**config.mk**
```make
export PLATFORM = sky130hd
export DESIGN_NAME = pin_change_edge_detector
export DESIGN_NICKNAME = d
export VERILOG_FILES = /design/src/shared/pin_change_pkg.sv /design/src/hdl/pin_change_edge_detector.sv
export SDC_FILE = /design/constraint.sdc
export NUM_CORES = 1
export LEC_CHECK = 0
export ABC_AREA = 1
export BUFFER_PORTS_ARGS = -buffer_cell sky130_fd_sc_hd__buf_2
export CORE_MARGIN = 4
export CORE_UTILIZATION = 30
export DETAILED_ROUTE_END_ITERATION = 12
export PLACE_DENSITY = 0.45
export SYNTH_ARGS = -nofsm -noshare
export SYNTH_HDL_FRONTEND = slang
export SYNTH_SLANG_ARGS = --single-unit
export TNS_END_PERCENT = 100
```
**constraint.sdc**
```tcl
create_clock -name ref_clk -period 2.05 [get_ports ref_clk]
set_input_delay 0.615 -clock ref_clk [delete_from_list [all_inputs] [get_ports ref_clk]]
set_output_delay 0.615 -clock ref_clk [all_outputs]
set_load 0.02 [all_outputs]
```
**src/shared/pin_change_pkg.sv**
```systemverilog
// Constants for the pin change edge detector: register map, field widths,
// reset values and interrupt layout.
// Assumes a 32-bit APB bus with word-aligned registers.
package pin_change_pkg;
  localparam int PinCount = 16;
  localparam int AddrWidth = 8;
  localparam logic [7:0] RiseEnableAddr = 8'h00;
  localparam logic [7:0] FallEnableAddr = 8'h04;
  localparam logic [7:0] ChangeFlagAddr = 8'h08;
  localparam logic [7:0] ControlAddr = 8'h0C;
  localparam logic [7:0] IrqStatusAddr = 8'h10;
  localparam logic [7:0] IrqMaskAddr = 8'h14;
  localparam int MasterEnableBit = 0;
  localparam logic [15:0] EnableReset = 16'h0000;
  localparam logic [15:0] FlagReset = 16'h0000;
  localparam logic [15:0] PinReset = 16'h0000;
  localparam logic IrqReset = 1'h0;
  localparam logic MasterReset = 1'h0;
  localparam int IrqChangeBit = 0;
  localparam int IrqWidth = 1;
  localparam logic [31:0] ReadZero = 32'h0000_0000;
endpackage

```
**src/hdl/pin_change_edge_detector.sv**
```systemverilog
// Pin change edge detector: 16 monitored port pins, per-pin rising and
// falling enables, sticky change flags, APB register access, two interrupt outputs (irq, changeFlagIrq).
// Assumes pins and APB signals are synchronous to ref_clk.
// Notes for users of this block:
// - Every APB access takes one wait state. The first access cycle captures
//   read data into a flop, and the second cycle raises pready. That keeps
//   prdata registered and still valid at the completing edge.
// - Writes, flag clears and the status read-clear take effect only at the
//   completing edge. A clear and a detected edge in one cycle: the edge wins.
// - Changing an edge enable while the master enable is set may raise a
//   spurious change. Software clears the master enable first, or clears or
//   masks what follows.
// - A pin is seen two flops late. Its first compare after reset is made
//   against a low level.
//
// Local design decisions: the placing of the registers and register access over APB.
`timescale 1ns/1ps
module pin_change_edge_detector (
  input wire logic ref_clk,
  input wire logic rst_n,
  input wire logic [15:0] monitoredPortPin,
  input wire logic psel,
  input wire logic penable,
  input wire logic pwrite,
  input wire logic [7:0] paddr,
  input wire logic [31:0] pwdata,
  input wire logic [3:0] pstrb,
  output logic [31:0] prdata,
  output logic pready,
  output logic pslverr,
  output logic irq,
  output logic changeFlagIrq
);

  ////////////////////////////////////////////////////////////////////////////
  // State
  typedef struct packed {
    logic [15:0] pinSync1;
    logic [15:0] pinSync2;
    logic [15:0] pinPrev;
    logic primed;
    logic [15:0] risingEdgeChangeEnable;
    logic [15:0] fallingEdgeChangeEnable;
    logic [15:0] pinChangeFlags;
    logic changeDetectMasterEnable;
    logic irqStatus;
    logic irqMask;
    logic [31:0] rdata;
    logic ackPending;
  } state_t;

  state_t cur_q;
  state_t nxt_d;
  logic wrStb;
  logic rdStb;
  logic rdCap;
  logic known;
  logic [15:0] rise;
  logic [15:0] fall;
  logic [15:0] hit;
  logic [15:0] wlo;

  ////////////////////////////////////////////////////////////////////////////
  // Bus decode; one wait state. The first access cycle captures read data,
  // and the second completes the transfer, where writes and side effects land.
  assign wrStb = psel & penable & pwrite & cur_q.ackPending;
  assign rdStb = psel & penable & ~pwrite & cur_q.ackPending;
  assign rdCap = psel & penable & ~pwrite & ~cur_q.ackPending;
  assign known = (paddr == pin_change_pkg::RiseEnableAddr)
    | (paddr == pin_change_pkg::FallEnableAddr)
    | (paddr == pin_change_pkg::ChangeFlagAddr)
    | (paddr == pin_change_pkg::ControlAddr)
    | (paddr == pin_change_pkg::IrqStatusAddr)
    | (paddr == pin_change_pkg::IrqMaskAddr);
  assign pready = psel & penable & cur_q.ackPending;
  assign pslverr = pready & ~known;
  assign prdata = cur_q.rdata;
  assign changeFlagIrq = |cur_q.pinChangeFlags;
  assign irq = cur_q.irqStatus & cur_q.irqMask;
  // Byte lanes applied to the low half-word
  assign wlo = {pstrb[1] ? pwdata[15:8] : 8'h00, pstrb[0] ? pwdata[7:0] : 8'h00};

  // Edge detection on the second sync stage against its previous sample
  assign rise = cur_q.pinSync2 & ~cur_q.pinPrev;
  assign fall = ~cur_q.pinSync2 & cur_q.pinPrev;
  assign hit = {16{cur_q.changeDetectMasterEnable & cur_q.primed}}
    & ((rise & cur_q.risingEdgeChangeEnable)
    | (fall & cur_q.fallingEdgeChangeEnable));

  ////////////////////////////////////////////////////////////////////////////
  // Next state
  always_comb begin
    nxt_d = cur_q;
    nxt_d.pinSync1 = monitoredPortPin;
    nxt_d.pinSync2 = cur_q.pinSync1;
    nxt_d.pinPrev = cur_q.pinSync2;
    nxt_d.primed = 1'b1;
    nxt_d.rdata = pin_change_pkg::ReadZero;
    // Wait-state marker: set after the first access cycle, cleared after the second
    nxt_d.ackPending = psel & penable & ~cur_q.ackPending;
    if (wrStb) begin
      case (paddr)
        pin_change_pkg::RiseEnableAddr: begin
          nxt_d.risingEdgeChangeEnable = wlo;
        end
        pin_change_pkg::FallEnableAddr: begin
          nxt_d.fallingEdgeChangeEnable = wlo;
        end
        pin_change_pkg::ChangeFlagAddr: begin
          // Writing zero clears a flag; ones leave it as is
          nxt_d.pinChangeFlags = cur_q.pinChangeFlags
            & (wlo | ~{{8{pstrb[1]}}, {8{pstrb[0]}}});
        end
        pin_change_pkg::ControlAddr: begin
          if (pstrb[0]) begin
            nxt_d.changeDetectMasterEnable = pwdata[pin_change_pkg::MasterEnableBit];
          end
        end
        pin_change_pkg::IrqMaskAddr: begin
          if (pstrb[0]) begin
            nxt_d.irqMask = pwdata[pin_change_pkg::IrqChangeBit];
          end
        end
        default: begin
        end
      endcase
    end
    // Read data is captured in the wait cycle and stands in the completing one
    if (rdCap) begin
      case (paddr)
        pin_change_pkg::RiseEnableAddr: begin
          nxt_d.rdata[15:0] = cur_q.risingEdgeChangeEnable;
        end
        pin_change_pkg::FallEnableAddr: begin
          nxt_d.rdata[15:0] = cur_q.fallingEdgeChangeEnable;
        end
        pin_change_pkg::ChangeFlagAddr: begin
          nxt_d.rdata[15:0] = cur_q.pinChangeFlags;
        end
        pin_change_pkg::ControlAddr: begin
          nxt_d.rdata[pin_change_pkg::MasterEnableBit] = cur_q.changeDetectMasterEnable;
        end
        pin_change_pkg::IrqStatusAddr: begin
          // Include an event of this cycle, or the clear below would lose it
          nxt_d.rdata[pin_change_pkg::IrqChangeBit] = cur_q.irqStatus | (|hit);
        end
        pin_change_pkg::IrqMaskAddr: begin
          nxt_d.rdata[pin_change_pkg::IrqChangeBit] = cur_q.irqMask;
        end
        default: begin
        end
      endcase
    end
    // Read clears the status at the completing edge only
    if (rdStb && (paddr == pin_change_pkg::IrqStatusAddr)) begin
      nxt_d.irqStatus = 1'b0;
    end
    // Hardware set wins over any software clear in the same cycle
    nxt_d.pinChangeFlags = nxt_d.pinChangeFlags | hit;
    if (|hit) begin
      nxt_d.irqStatus = 1'b1;
    end
  end

  ////////////////////////////////////////////////////////////////////////////
  // Registers; read data is captured in the access cycle and shown next
  always_ff @(posedge ref_clk) begin
    if (!rst_n) begin
      cur_q.pinSync1 <= pin_change_pkg::PinReset;
      cur_q.pinSync2 <= pin_change_pkg::PinReset;
      cur_q.pinPrev <= pin_change_pkg::PinReset;
      cur_q.primed <= 1'b0;
      cur_q.risingEdgeChangeEnable <= pin_change_pkg::EnableReset;
      cur_q.fallingEdgeChangeEnable <= pin_change_pkg::EnableReset;
      cur_q.pinChangeFlags <= pin_change_pkg::FlagReset;
      cur_q.changeDetectMasterEnable <= pin_change_pkg::MasterReset;
      cur_q.irqStatus <= pin_change_pkg::IrqReset;
      cur_q.irqMask <= pin_change_pkg::IrqReset;
      cur_q.rdata <= pin_change_pkg::ReadZero;
      cur_q.ackPending <= 1'b0;
    end else begin
      cur_q <= nxt_d;
    end
  end

  ////////////////////////////////////////////////////////////////////////////
  // Checks
  rise_sets_flag_a: assert property (@(posedge ref_clk) disable iff (!rst_n)
    (|(rise & cur_q.risingEdgeChangeEnable) && cur_q.changeDetectMasterEnable && cur_q.primed)
    |=> (|cur_q.pinChangeFlags) && cur_q.irqStatus)
    else $error("enabled rising edge did not set flag");
  fall_sets_flag_a: assert property (@(posedge ref_clk) disable iff (!rst_n)
    (|(fall & cur_q.fallingEdgeChangeEnable) && cur_q.changeDetectMasterEnable && cur_q.primed)
    |=> (|cur_q.pinChangeFlags) && cur_q.irqStatus)
    else $error("enabled falling edge did not set flag");
  disabled_pin_quiet_a: assert property (@(posedge ref_clk) disable iff (!rst_n)
    (!wrStb && (cur_q.pinChangeFlags == 16'h0000)
     && ((cur_q.risingEdgeChangeEnable | cur_q.fallingEdgeChangeEnable) == 16'h0000))
    |=> cur_q.pinChangeFlags == 16'h0000)
    else $error("flag set on pin with no edge enabled");
  master_gates_a: assert property (@(posedge ref_clk) disable iff (!rst_n)
    !cur_q.changeDetectMasterEnable |=> $stable(cur_q.pinChangeFlags) || $past(wrStb))
    else $error("flag changed while master enable off");
  rise_reg_write_a: assert property (@(posedge ref_clk) disable iff (!rst_n)
    (wrStb && paddr == pin_change_pkg::RiseEnableAddr && pstrb[1:0] == 2'h3)
    |=> cur_q.risingEdgeChangeEnable == $past(pwdata[15:0]))
    else $error("rising enable write lost");
  fall_reg_write_a: assert property (@(posedge ref_clk) disable iff (!rst_n)
    (wrStb && paddr == pin_change_pkg::FallEnableAddr && pstrb[1:0] == 2'h3)
    |=> cur_q.fallingEdgeChangeEnable == $past(pwdata[15:0]))
    else $error("falling enable write lost");
  flag_no_sw_set_a: assert property (@(posedge ref_clk) disable iff (!rst_n)
    |(cur_q.pinChangeFlags & ~$past(cur_q.pinChangeFlags) & ~$past(hit)) == 1'b0)
    else $error("flag set without detected edge");
  sync_edge_a: assert property (@(posedge ref_clk) disable iff (!rst_n)
    (monitoredPortPin[0] && !cur_q.pinSync1[0]) |=> ##1 rise[0] || !cur_q.primed)
    else $error("pin edge not seen two cycles later");
  irq_level_a: assert property (@(posedge ref_clk) disable iff (!rst_n)
    irq == (cur_q.irqStatus && cur_q.irqMask))
    else $error("interrupt output mismatch");

  // Bus handshake: one wait state, then completion
  ack_wait_a: assert property (@(posedge ref_clk) disable iff (!rst_n)
    (psel && penable && !cur_q.ackPending) |-> !pready)
    else $error("pready raised without wait state");
  ack_done_a: assert property (@(posedge ref_clk) disable iff (!rst_n)
    (psel && penable && !pready) |=> cur_q.ackPending)
    else $error("access not completed after wait state");
  err_in_access_a: assert property (@(posedge ref_clk) disable iff (!rst_n)
    pslverr |-> pready)
    else $error("error response outside access");
  read_idle_zero_a: assert property (@(posedge ref_clk) disable iff (!rst_n)
    !(psel && penable) |=> prdata == pin_change_pkg::ReadZero)
    else $error("read data not idle outside access");
  read_upper_zero_a: assert property (@(posedge ref_clk) disable iff (!rst_n)
    (pready && !pwrite) |-> prdata[31:16] == 16'h0000)
    else $error("upper read data not zero");

  // Flag clearing, master gating and interrupt status
  flag_clear_write_a: assert property (@(posedge ref_clk) disable iff (!rst_n)
    (wrStb && paddr == pin_change_pkg::ChangeFlagAddr && pstrb[1:0] == 2'h3)
    |=> (cur_q.pinChangeFlags & ~$past(pwdata[15:0]) & ~$past(hit)) == 16'h0000)
    else $error("change flag not cleared by write");
  master_write_a: assert property (@(posedge ref_clk) disable iff (!rst_n)
    (wrStb && paddr == pin_change_pkg::ControlAddr && pstrb[0])
    |=> cur_q.changeDetectMasterEnable == $past(pwdata[pin_change_pkg::MasterEnableBit]))
    else $error("master enable write lost");
  hit_gated_a: assert property (@(posedge ref_clk) disable iff (!rst_n)
    !cur_q.changeDetectMasterEnable |-> hit == 16'h0000)
    else $error("edge detected while master enable off");
  pin_off_quiet_a: assert property (@(posedge ref_clk) disable iff (!rst_n)
    (!cur_q.risingEdgeChangeEnable[0] && !cur_q.fallingEdgeChangeEnable[0]) |-> !hit[0])
    else $error("edge detected on disabled pin");
  status_set_a: assert property (@(posedge ref_clk) disable iff (!rst_n)
    (|hit) |=> cur_q.irqStatus)
    else $error("status not set by detected edge");
  status_clear_a: assert property (@(posedge ref_clk) disable iff (!rst_n)
    (rdStb && paddr == pin_change_pkg::IrqStatusAddr && !(|hit)) |=> !cur_q.irqStatus)
    else $error("status not cleared by read");
  mask_write_a: assert property (@(posedge ref_clk) disable iff (!rst_n)
    (wrStb && paddr == pin_change_pkg::IrqMaskAddr && pstrb[0])
    |=> cur_q.irqMask == $past(pwdata[pin_change_pkg::IrqChangeBit]))
    else $error("interrupt mask write lost");

endmodule // pin_change_edge_detector

```
==> impl_results.md, run 1 <==
- Hold Violations, Final: 0
- Final WS setup: -0.0215 ns
- Register bit count reported by yosys: 117
- H-tree lvl count: 4
- Clock buffer depth: 2
- Critical Path RT: 1.43 ns
- Vias in the first global route: 3853
- Post-Route WL: 12500 um
- Die Y: 137 um
- Placed cells: 924
- Max VDD drop: 0.546 mV
- Arrival time at the worst endpoint: 1.46 ns
- Max_cap viols: 0
- CORE AREA: 16100 um^2
- Failing checks: setup timing
- Total power: 5.68 mW
- Reg2reg end: prdata[0]
- Vias: 4059
- Pwr/cell area: 921 nW/um^2
- Sw Ratio: 0.207
- Comb pwr share: 0.037
- Worst Setup Start Kind: flip-flop
- Drt initial violations: 274
- Max incr delay on CP: 0.32 ns
- DRC Markers: 0
- GP Congestion: 0.817
- Worst-path maximum fanout: 2
- Non-filler instance count after layout: 957
- Unique masters post-synth: 32
- Std-Cell Rows: 46
- Status: complete, but fails checks
- Post-Place Worst Slack: 0.0543 ns
- Die Wd: 137 um
- CTS root buffer: clkbuf_16
- GRT overflow: 0
- Synthesis Warnings: 0
- Hold Path Sink: cur_q[118]
- Hold_buf cts: 0
- First-pass GRT wire length: 19700 um
- Clock-pin slew of the registers on the worst-case setup and hold paths: 0.05 ns
- Async SR Flop Fraction: 0
- Commonest non-fill, non-tap cell in the layout: nand2_1
- Hold Path Origin: monitoredPortPin[1]
- Worst reg2reg path depth: 10
- Minimum clock period: 2.07 ns
- CTS tree: built
- Most frequent cells in the layout: nand2_1 (167), inv_1 (117), dfxtp_1 (113)
- Filler instances: 1705
- Critical path startpoint: cur_q[50]
- CP max-delay cell: dfxtp_2
- Clock share of power: 0.552
- Total track usage: 0.139
- Antenna cells: 0
- Die area: 18800 um^2
- Crit path cell chain: nor4_2 -> buf_4 -> nand4_1 -> buf_4
- Psw: 1.18 mW
- Fin nets: 793
- Initial antenna violation count: 0
- Slew Limit Fails: 0
- Final setup violation count: 1
- RSZ-0062 raised after global routing: true
- Leakage: 3.01 nW
- Hold Crit Class: in -> reg
- Fin Setup TNS: -0.0215 ns
- Drt pass-1 iters: 5
- Flop2flop setup slack: 0.42 ns
- Post-synth top area share: 0.468
- Sink Count: 117
- Sequential Power Share: 0.411
- Synth Instances: 667
- Post-DR vias/cell: 4.24
- Post-synth EDFFs: 0
- Top cells by area, synth: dfxtp_1 (47%), nand2_1 (13%), inv_1 (8.8%), a21oi_1 (5.7%), buf_4 (5.2%)
- Worst Hold Depth: 3
- Antenna-violating nets left: 0
- Crit path top cell by count: buf_4
- Main synth FF type: dfxtp_1
- Area Overhead vs Synth: 23.3%
- Finished Core Util: 0.383
- Crit path kind: reg -> out
- Cell Area, Synth: 5010 um^2
- Largest net degree at the start of global routing: 82
- Sequential area share after synthesis: 0.468
- Wire length per cell: 13.1 um
- Post-detail-place hpwl: 8950 um
- R2R Path Start: cur_q[35]
- Clock insertion delay at the later pin of the skew report: 0.41 ns
- Num CTS Buffers: 17
- Io pins: 101
- Mapped Avg Cell Area: 7.51 um^2
- P_int: 4.51 mW
- Yosys top cell by area: dfxtp_1
- Fmax achieved: 0.483 GHz
- CP Capture Type: output pin
- Initial core utilization: 0.311
- Share of the clock period used by the worst path: 1.01
- PortBufs: 66
- Layout cells sized above 1: 0.217
- Setup Skew: 0.00770 ns
## worst max-delay path: cells and delay by family, from the launching register on
family,cells,cell delay [ns]
and+or+nand+nor,2,0.38
buffers and inverters,2,0.36
DFF,1,0.32
## metrics by stage
step	hold slack, ns	instance area, um^2
after floorplan	0.390	5060
after global placement	0.399	5520
after detailed placement	0.396	5520
after CTS	0.362	6160
after global routing	0.377	6170
final	0.382	6170
## logic make-up (layout without fill, tap and decap cells)
| family | count (synthesis) | in the layout | synth area share |
|---|---|---|---|
| other | 1 | 16 | 0.000749 |
| AOI/OAI and AO/OA | 122 | 122 | 0.138 |
| and+or+nand+nor | 236 | 236 | 0.220 |
| buffers and inverters | 191 | 250 | 0.174 |
| DFF | 117 | 117 | 0.468 |
## power by group through the flow
stage,Clock (mW),Sequential (mW),Combinational (mW)
finish,3.14,2.34,0.212
global route,3.33,2.34,0.238
CTS,3.21,2.34,0.213
detailed placement,0,2.38,0.212
global placement,0,2.38,0.209
floorplan,0,2.38,0.149
## worst max-delay path by stage
stage | endpoint | cells past startpoint
2_1_floorplan | pslverr | 4
3_3_place_gp | prdata[6] | 9
3_5_place_dp | prdata[4] | 9
4_1_cts | changeFlagIrq | 4
5_1_grt | changeFlagIrq | 4
6_report | changeFlagIrq | 4
## Yosys cell counts (2+ instances only)
master	n
a21oi_1	57
buf_1	3
buf_2	7
buf_4	35
clkbuf_1	12
dfxtp_1	117
inv_1	117
inv_2	14
inv_4	2
nand2_1	167
nand2_2	13
nand3_1	21
nand3b_1	8
nand4_1	2
nor2_1	9
nor2_2	4
nor2_8	3
nor4_1	4
o211ai_1	9
o21ai_0	40
o221ai_1	5
o31ai_1	8
## per-layer routing
layer / track usage / routed length (um)
met1: 0.178 / 5880
met2: 0.216 / 5610
met3: 0.0347 / 706
met4: 0.0732 / 318
met5: 0 / 0
## sequential cells by signal, summed over array words and instances (netlist names)
signal,cells
prdata,16
cur_q,101
## final cells by class
cell class	count	area (um^2)	area share
sequential	117	2350	0.380
multi-input combinational	374	1860	0.301
inverter	133	504	0.0817
tap	216	270	0.0438
clock buffer	23	478	0.0775
timing repair buffer	85	566	0.0916
clock inverter	9	149	0.0241
## timing repair
item	in CTS	in global routing
endpoints found under the hold margin	0	0
buffers inserted	0	1
resized for setup	3	4
endpoints found under the setup margin	1	2
pin swaps	1	1
(Power assumes the default switching activity.)
==> run 2, diff against run 1 <==
--- a/config.mk
+++ b/config.mk
@@ -8,7 +8,7 @@
 export ABC_AREA = 1
 export BUFFER_PORTS_ARGS = -buffer_cell sky130_fd_sc_hd__buf_2
 export CORE_MARGIN = 4
-export CORE_UTILIZATION = 30
+export CORE_UTILIZATION = 25
 export DETAILED_ROUTE_END_ITERATION = 12
 export PLACE_DENSITY = 0.45
 export SYNTH_ARGS = -nofsm -noshare
==> impl_results.md, run 2 (synthesis gave the netlist of run 1 again) <==
- Clock-pin slew of the registers on the worst-case setup and hold paths: 0.05 ns (about the same)
- Fin nets: 795 (+0.25%)
- Std-Cell Rows: 51 (+11%)
- Minimum clock period: 2.10 ns (+0.0242 ns)
- Die Wd: 150 um (+9.0%)
- Setup Skew: 0.0111 ns (+0.00345 ns)
- Hold Path Sink: cur_q[125]
- Status: complete, but fails checks
- Largest register FFs: 101 (unchanged)
- GRT overflow: 0 (unchanged)
- Crit path cell chain: nor4_4 -> buf_4 -> nand4_1 -> buf_6
- Worst reg2reg path depth: 11 (+1)
- Reg2reg end: prdata[0]
- R2R Path Start: cur_q[35]
- Grt met1 use: 0.161 (-0.0168)
- Drt initial violations: 199 (-27%)
- Clock insertion delay at the later pin of the skew report: 0.41 ns (about the same)
- Arrival time at the worst endpoint: 1.48 ns (+0.02 ns)
- Initial core utilization: 0.256 (-0.0551)
- Post-Place Worst Slack: 0.0752 ns (+0.0210 ns)
- Slew Limit Fails: 0 (unchanged)
- Antenna-violating nets left: 0 (unchanged)
- Hold Crit Class: in -> reg
- Total track usage: 0.120 (-0.0194)
- Hold Violations, Final: 0 (unchanged)
- Post-detail-place hpwl: 9080 um (+1.5%)
- Crit path kind: reg -> out
- Max VDD drop: 0.385 mV (-30%)
- Die Y: 150 um (+9.0%)
- Total power: 5.17 mW (-9.1%)
- Max_cap viols: 0 (unchanged)
- RSZ-0062 raised after global routing: true
- Final setup violation count: 1 (unchanged)
- H-tree lvl count: 4 (unchanged)
- Pwr/cell area: 843 nW/um^2 (-8.5%)
- Met2 usage: 0.183 (-0.0328)
- CP max-delay cell: dfxtp_2
- PortBufs: 66 (unchanged)
- Most frequent cells in the layout: nand2_1 (167), inv_1 (117), dfxtp_1 (115)
- Placed cells: 975 (+5.5%)
- Leakage: 2.97 nW (-1.2%)
- Die area: 22400 um^2 (+19%)
- Failing checks: setup timing
- Flop2flop setup slack: 0.52 ns (+0.10 ns)
- Area Overhead vs Synth: 22.4%
- Wire length per cell: 12.7 um (-2.7%)
- Vias in the first global route: 3826 (-0.70%)
- Top Usage Layer GRT: met2
- Non-filler instance count after layout: 1006 (+5.1%)
- CTS tree: built
- Vias: 3980 (-1.9%)
- Drt pass-1 iters: 4 (-1)
- Biggest register: cur_q
- Commonest non-fill, non-tap cell in the layout: nand2_1
- DRC Markers: 0 (unchanged)
- Hold Path Origin: monitoredPortPin[8]
- CP Capture Type: output pin
- Critical Path RT: 1.43 ns (about the same)
- Post-Route WL: 12800 um (+2.3%)
- Fmax achieved: 0.477 GHz (-1.2%)
- Largest net degree at the start of global routing: 82 (unchanged)
- Worst Hold Depth: 3 (unchanged)
- Worst Setup Start Kind: flip-flop
- Share of the clock period used by the worst path: 1.02 (+0.0118)
- Io pins: 101 (unchanged)
- Num CTS Buffers: 17 (unchanged)
- Antenna cells: 0 (unchanged)
- CORE AREA: 19600 um^2 (+22%)
- GR Layer Usage met3: 0.0312 (-0.00350)
- Layout cells sized above 1: 0.215 (-0.00270)
- Max incr delay on CP: 0.33 ns (about the same)
- Finished Core Util: 0.313 (-0.0700)
- Clock buffer depth: 2 (unchanged)
- GP Congestion: 0.784 (-4.1%)
- First-pass GRT wire length: 20500 um (+4.1%)
- Worst-path maximum fanout: 2 (unchanged)
- Post-DR vias/cell: 3.96 (-6.7%)
- Sink Count: 117 (unchanged)
- CTS root buffer: clkbuf_16
- Initial antenna violation count: 0 (unchanged)
- Final WS setup: -0.0457 ns (-0.0242 ns)
[run 2: report_power, final]
| group | internal [mW] | switching (mW) | leakage, nW |
|---|---|---|---|
| Combinational | 0.0696 | 0.146 | 1.76 |
| Clock | 1.64 | 0.968 | 0.263 |
| Sequential | 2.32 | 0.0197 | 0.952 |
| Total | 4.03 | 1.13 | 2.97 |
[run 2: metal layers]
metal  vias up  routed length, um
met5         -                  0
met4         0                170
met3         8                751
met2        95               5570
met1      1724               6320
li1       2153                  -
[run 2: how the worst max path moves through the flow]
stage               endpoint  slack, ns      start
2_1_floorplan        pslverr       0.01       psel
3_3_place_gp      prdata[13]       0.09   paddr[5]
3_5_place_dp      prdata[10]       0.08   paddr[5]
4_1_cts        changeFlagIrq      -0.08  cur_q[47]
5_1_grt        changeFlagIrq      -0.15  cur_q[47]
6_report       changeFlagIrq      -0.05  cur_q[47]
[run 2: final cells by class]
type / count / area [um^2]
Clock buffer: 25 / 495
Clock inverter: 5 / 25.0
Fill cell: 2161 / 13500
Inverter: 133 / 504
Multi-Input combinational cell: 374 / 1870
Sequential cell: 117 / 2340
Tap cell: 265 / 332
Timing Repair Buffer: 87 / 557
[run 2: worst max-delay path: cells and delay by family (launching register included)]
family,cells,cell delay [ns]
flops,1,0.33
simple gates,2,0.40
buf+inv,2,0.34
[run 2: timing repair]
action / CTS / global route
resized for setup: 6 / 1
pin swaps: 1 / 0
hold endpoints to repair: 0 / 0
setup endpoints to repair: 1 / 1
buffers inserted: 1 / 0
hold buffers: 0 / 0
[run 2: through the flow]
step                hold slack (ns)  TNS, ns  cell area, um^2
floorplan                     0.390        0             5060
global placement              0.397        0             5570
detailed placement            0.395        0             5570
CTS                           0.366  -0.0756             6120
global route                  0.385   -0.148             6130
finish                        0.390  -0.0457             6130
==> run 3, diff against run 2 <==
--- a/config.mk
+++ b/config.mk
@@ -5,12 +5,12 @@
 export SDC_FILE = /design/constraint.sdc
 export NUM_CORES = 1
 export LEC_CHECK = 0
-export ABC_AREA = 1
 export BUFFER_PORTS_ARGS = -buffer_cell sky130_fd_sc_hd__buf_2
 export CORE_MARGIN = 4
 export CORE_UTILIZATION = 25
 export DETAILED_ROUTE_END_ITERATION = 12
 export PLACE_DENSITY = 0.45
+export SKIP_CTS_REPAIR_TIMING = 1
 export SYNTH_ARGS = -nofsm -noshare
 export SYNTH_HDL_FRONTEND = slang
 export SYNTH_SLANG_ARGS = --single-unit
==> impl_results.md, run 3 <==
- Share of the clock period used by the worst path: 1.09 (+0.0652)
- CORE AREA: 18800 um^2 (-3.9%)
- GP Congestion: 0.774 (-1.2%)
- Crit path kind: in -> out
- Largest family of logic cells by synthesized area: simple AND/OR/NAND/NOR gates
- Post-Route WL: 13200 um (+2.8%)
- Fin nets: 652 (-18%)
- Clock buffer depth: 2 (unchanged)
- Filler instances: 1981 (-8.3%)
- DRC Markers: 0 (unchanged)
- Largest register FFs: 101 (unchanged)
- Setup Skew: 0.00822 ns (-0.00293 ns)
- Critical path startpoint: paddr[6]
- Status: complete, but fails checks
- Main synth FF type: dfxtp_1
- Total track usage: 0.124 (+0.00457)
- Yosys top cell by area: dfxtp_1
- Post-detail-place hpwl: 9250 um (+1.8%)
- GRT overflow: 0 (unchanged)
- Synth Instances: 521 (-22%)
- Post-synth top cells: dfxtp_1 (117), and2_1 (50), nand2_1 (36), nand3_1 (36), buf_4 (34)
- Hold Crit Class: in -> reg
- Commonest non-fill, non-tap cell in the layout: dfxtp_1
- Leakage: 2.30 nW (-23%)
- RSZ-0062 raised after global routing: true
- Cell Area, Synth: 4830 um^2 (-3.5%)
- Synthesis Warnings: 0 (unchanged)
- Die area: 21600 um^2 (-3.3%)
- Vias in the first global route: 3908 (+2.1%)
- Mapped Avg Cell Area: 9.27 um^2 (+24%)
- Most frequent cells in the layout: dfxtp_1 (115), buf_2 (63), and2_1 (50)
- Final setup violation count: 2 (+1)
- Slew Limit Fails: 0 (unchanged)
- Hold Path Origin: monitoredPortPin[7]
- Antenna cells: 0 (unchanged)
- Critical Path RT: 1.43 ns (about the same)
- Synth Area in Compound Gates: 0.149 (+0.0110)
- Area share of fa/ha/maj cells after synthesis: 0 (unchanged)
- Hold Violations, Final: 0 (unchanged)
- Antenna-violating nets left: 0 (unchanged)
- Die Y: 147 um (-1.7%)
- Async SR Flop Fraction: 0 (unchanged)
- PortBufs: 66 (unchanged)
- Worst-path maximum fanout: 3 (+1)
- Final WS setup: -0.179 ns (-0.134 ns)
- Worst Setup Start Kind: input port
- Top-count cell post-synth: dfxtp_1
- Std-Cell Rows: 50 (-2.0%)
- Wire length per cell: 15.4 um (+21%)
- Post-Place Worst Slack: -0.306 ns (-0.381 ns)
- Io pins: 101 (unchanged)
- XOR/XNOR Fraction of Synth Area: 0 (unchanged)
- Highest metal used: met5
- R2R Path Start: cur_q[35]
- Initial core utilization: 0.256 (+0.000938)
- Num CTS Buffers: 17 (unchanged)
- Register bit count reported by yosys: 117 (unchanged)
- Post-DR vias/cell: 4.34 (+9.6%)
- Flop2flop setup slack: 0.11 ns (-0.41 ns)
- Max VDD drop: 0.612 mV (+59%)
- Minimum clock period: 2.23 ns (+0.134 ns)
- Initial antenna violation count: 1 (+1)
- Hold slack: 0.419 ns (+0.0287 ns)
- H-tree lvl count: 4 (unchanged)
- Post-synth EDFFs: 0 (unchanged)
- Synth Area in Simple Gates: 0.244 (+0.0243)
- WL met2: 5860 um (+5.2%)
- Sink Count: 117 (unchanged)
- Vias: 3722 (-6.5%)
- Drt initial violations: 234 (+18%)
- Top cells by area, synth: dfxtp_1 (48%), and2_1 (6.5%), buf_4 (5.3%), nand3b_1 (5.1%), mux2i_1 (3.9%)
- Biggest register: cur_q
- Sequential area share after synthesis: 0.485 (+0.0171)
- Clock insertion delay at the later pin of the skew report: 0.40 ns (about the same)
- Post-synth top area share: 0.485 (+0.0171)
- CP Capture Type: output pin
- Layout cells sized above 1: 0.227 (+0.0128)
- CTS tree: built
- CTS root buffer: clkbuf_16
- Met3 wire length: 789 um (+5.1%)
- Unique masters post-synth: 35 (+9.4%)
- Largest net degree at the start of global routing: 101 (+23%)
- Failing checks: setup timing
- Max_cap viols: 0 (unchanged)
- Multiplexer share of the synthesized area: 0.0394 (+0.0394)
- Fmax achieved: 0.449 GHz (-6.0%)
- Total power: 5.08 mW (-1.7%)
- Clock-pin slew of the registers on the worst-case setup and hold paths: 0.05 ns (about the same)
- Pwr/cell area: 843 nW/um^2 (about the same)
- Arrival time at the worst endpoint: 1.61 ns (+0.13 ns)
- Wire length on met1: 6310 um (about the same)
- Area Overhead vs Synth: 24.7%
- Drt pass-1 iters: 4 (unchanged)
- Die Wd: 147 um (-1.7%)
- First-pass GRT wire length: 21000 um (+2.5%)
[run 3: changes by cell type in the layout (fill, tap and decap cells not counted), sizes merged, moves of 9 or more]
cell,delta
nand2,-144
inv,-130
and2,+50
a21boi,+41
a21oi,-32
o21ai,-31
nand3b,+25
mux2i,+19
o21a,+16
nor2,+15
nand3,+13
o211ai,-9
[run 3: area by class of cell]
type	instances	area, um^2	share of cell area
clock buffer	25	475	0.0789
clock inverter	5	27.5	0.00457
inverter	3	11.3	0.00187
multi-input combinational	353	2230	0.370
sequential	117	2340	0.389
tap	260	325	0.0540
timing repair buffer	95	613	0.102
[run 3: stage by stage]
stage / util / instance area (um^2) / std cells / setup TNS [ns]
floorplan: - / 4940 / 536 / -0.975
global placement: 0.290 / 5470 / 828 / -13.41
detailed placement: 0.290 / 5470 / 828 / -15.08
CTS: 0.317 / 5970 / 858 / -0.373
global route: 0.320 / 6020 / 858 / -0.346
finish: 0.320 / 6020 / 858 / -0.245
[run 3: cell families (layout without fill, tap and decap cells)]
group | after synthesis | count (layout)
mux | 19 | 19
simple gates | 212 | 212
compound gates | 106 | 106
flops | 117 | 117
buf+inv | 66 | 128
other cells | 1 | 16
[run 3: report_power, final]
group	switching, mW	leakage (nW)	internal [mW]
Sequential	0.0175	0.952	2.32
Clock	0.931	0.247	1.58
Combinational	0.139	1.10	0.0954
[run 3: metal layers]
metal  track usage  up-vias
met1         0.164     1718
met5             0        -
li1              -     1882
met4        0.0517        2
met3        0.0330       14
met2         0.193      106
[run 3: final timing paths]
| path | to | cells past startpoint |
|---|---|---|
| hold / removal | cur_q[124] | 2 |
| hold reg to reg | cur_q[112] | 1 |
| setup reg to reg | prdata[0] | 6 |
| setup / recovery | pslverr | 5 |
[run 3: worst max-delay path, stage by stage]
cell,delay (ns)
buf_6,0.09
or4_4,0.57
nor2_4,0.15
a21boi_2,0.07
buf_6,0.13
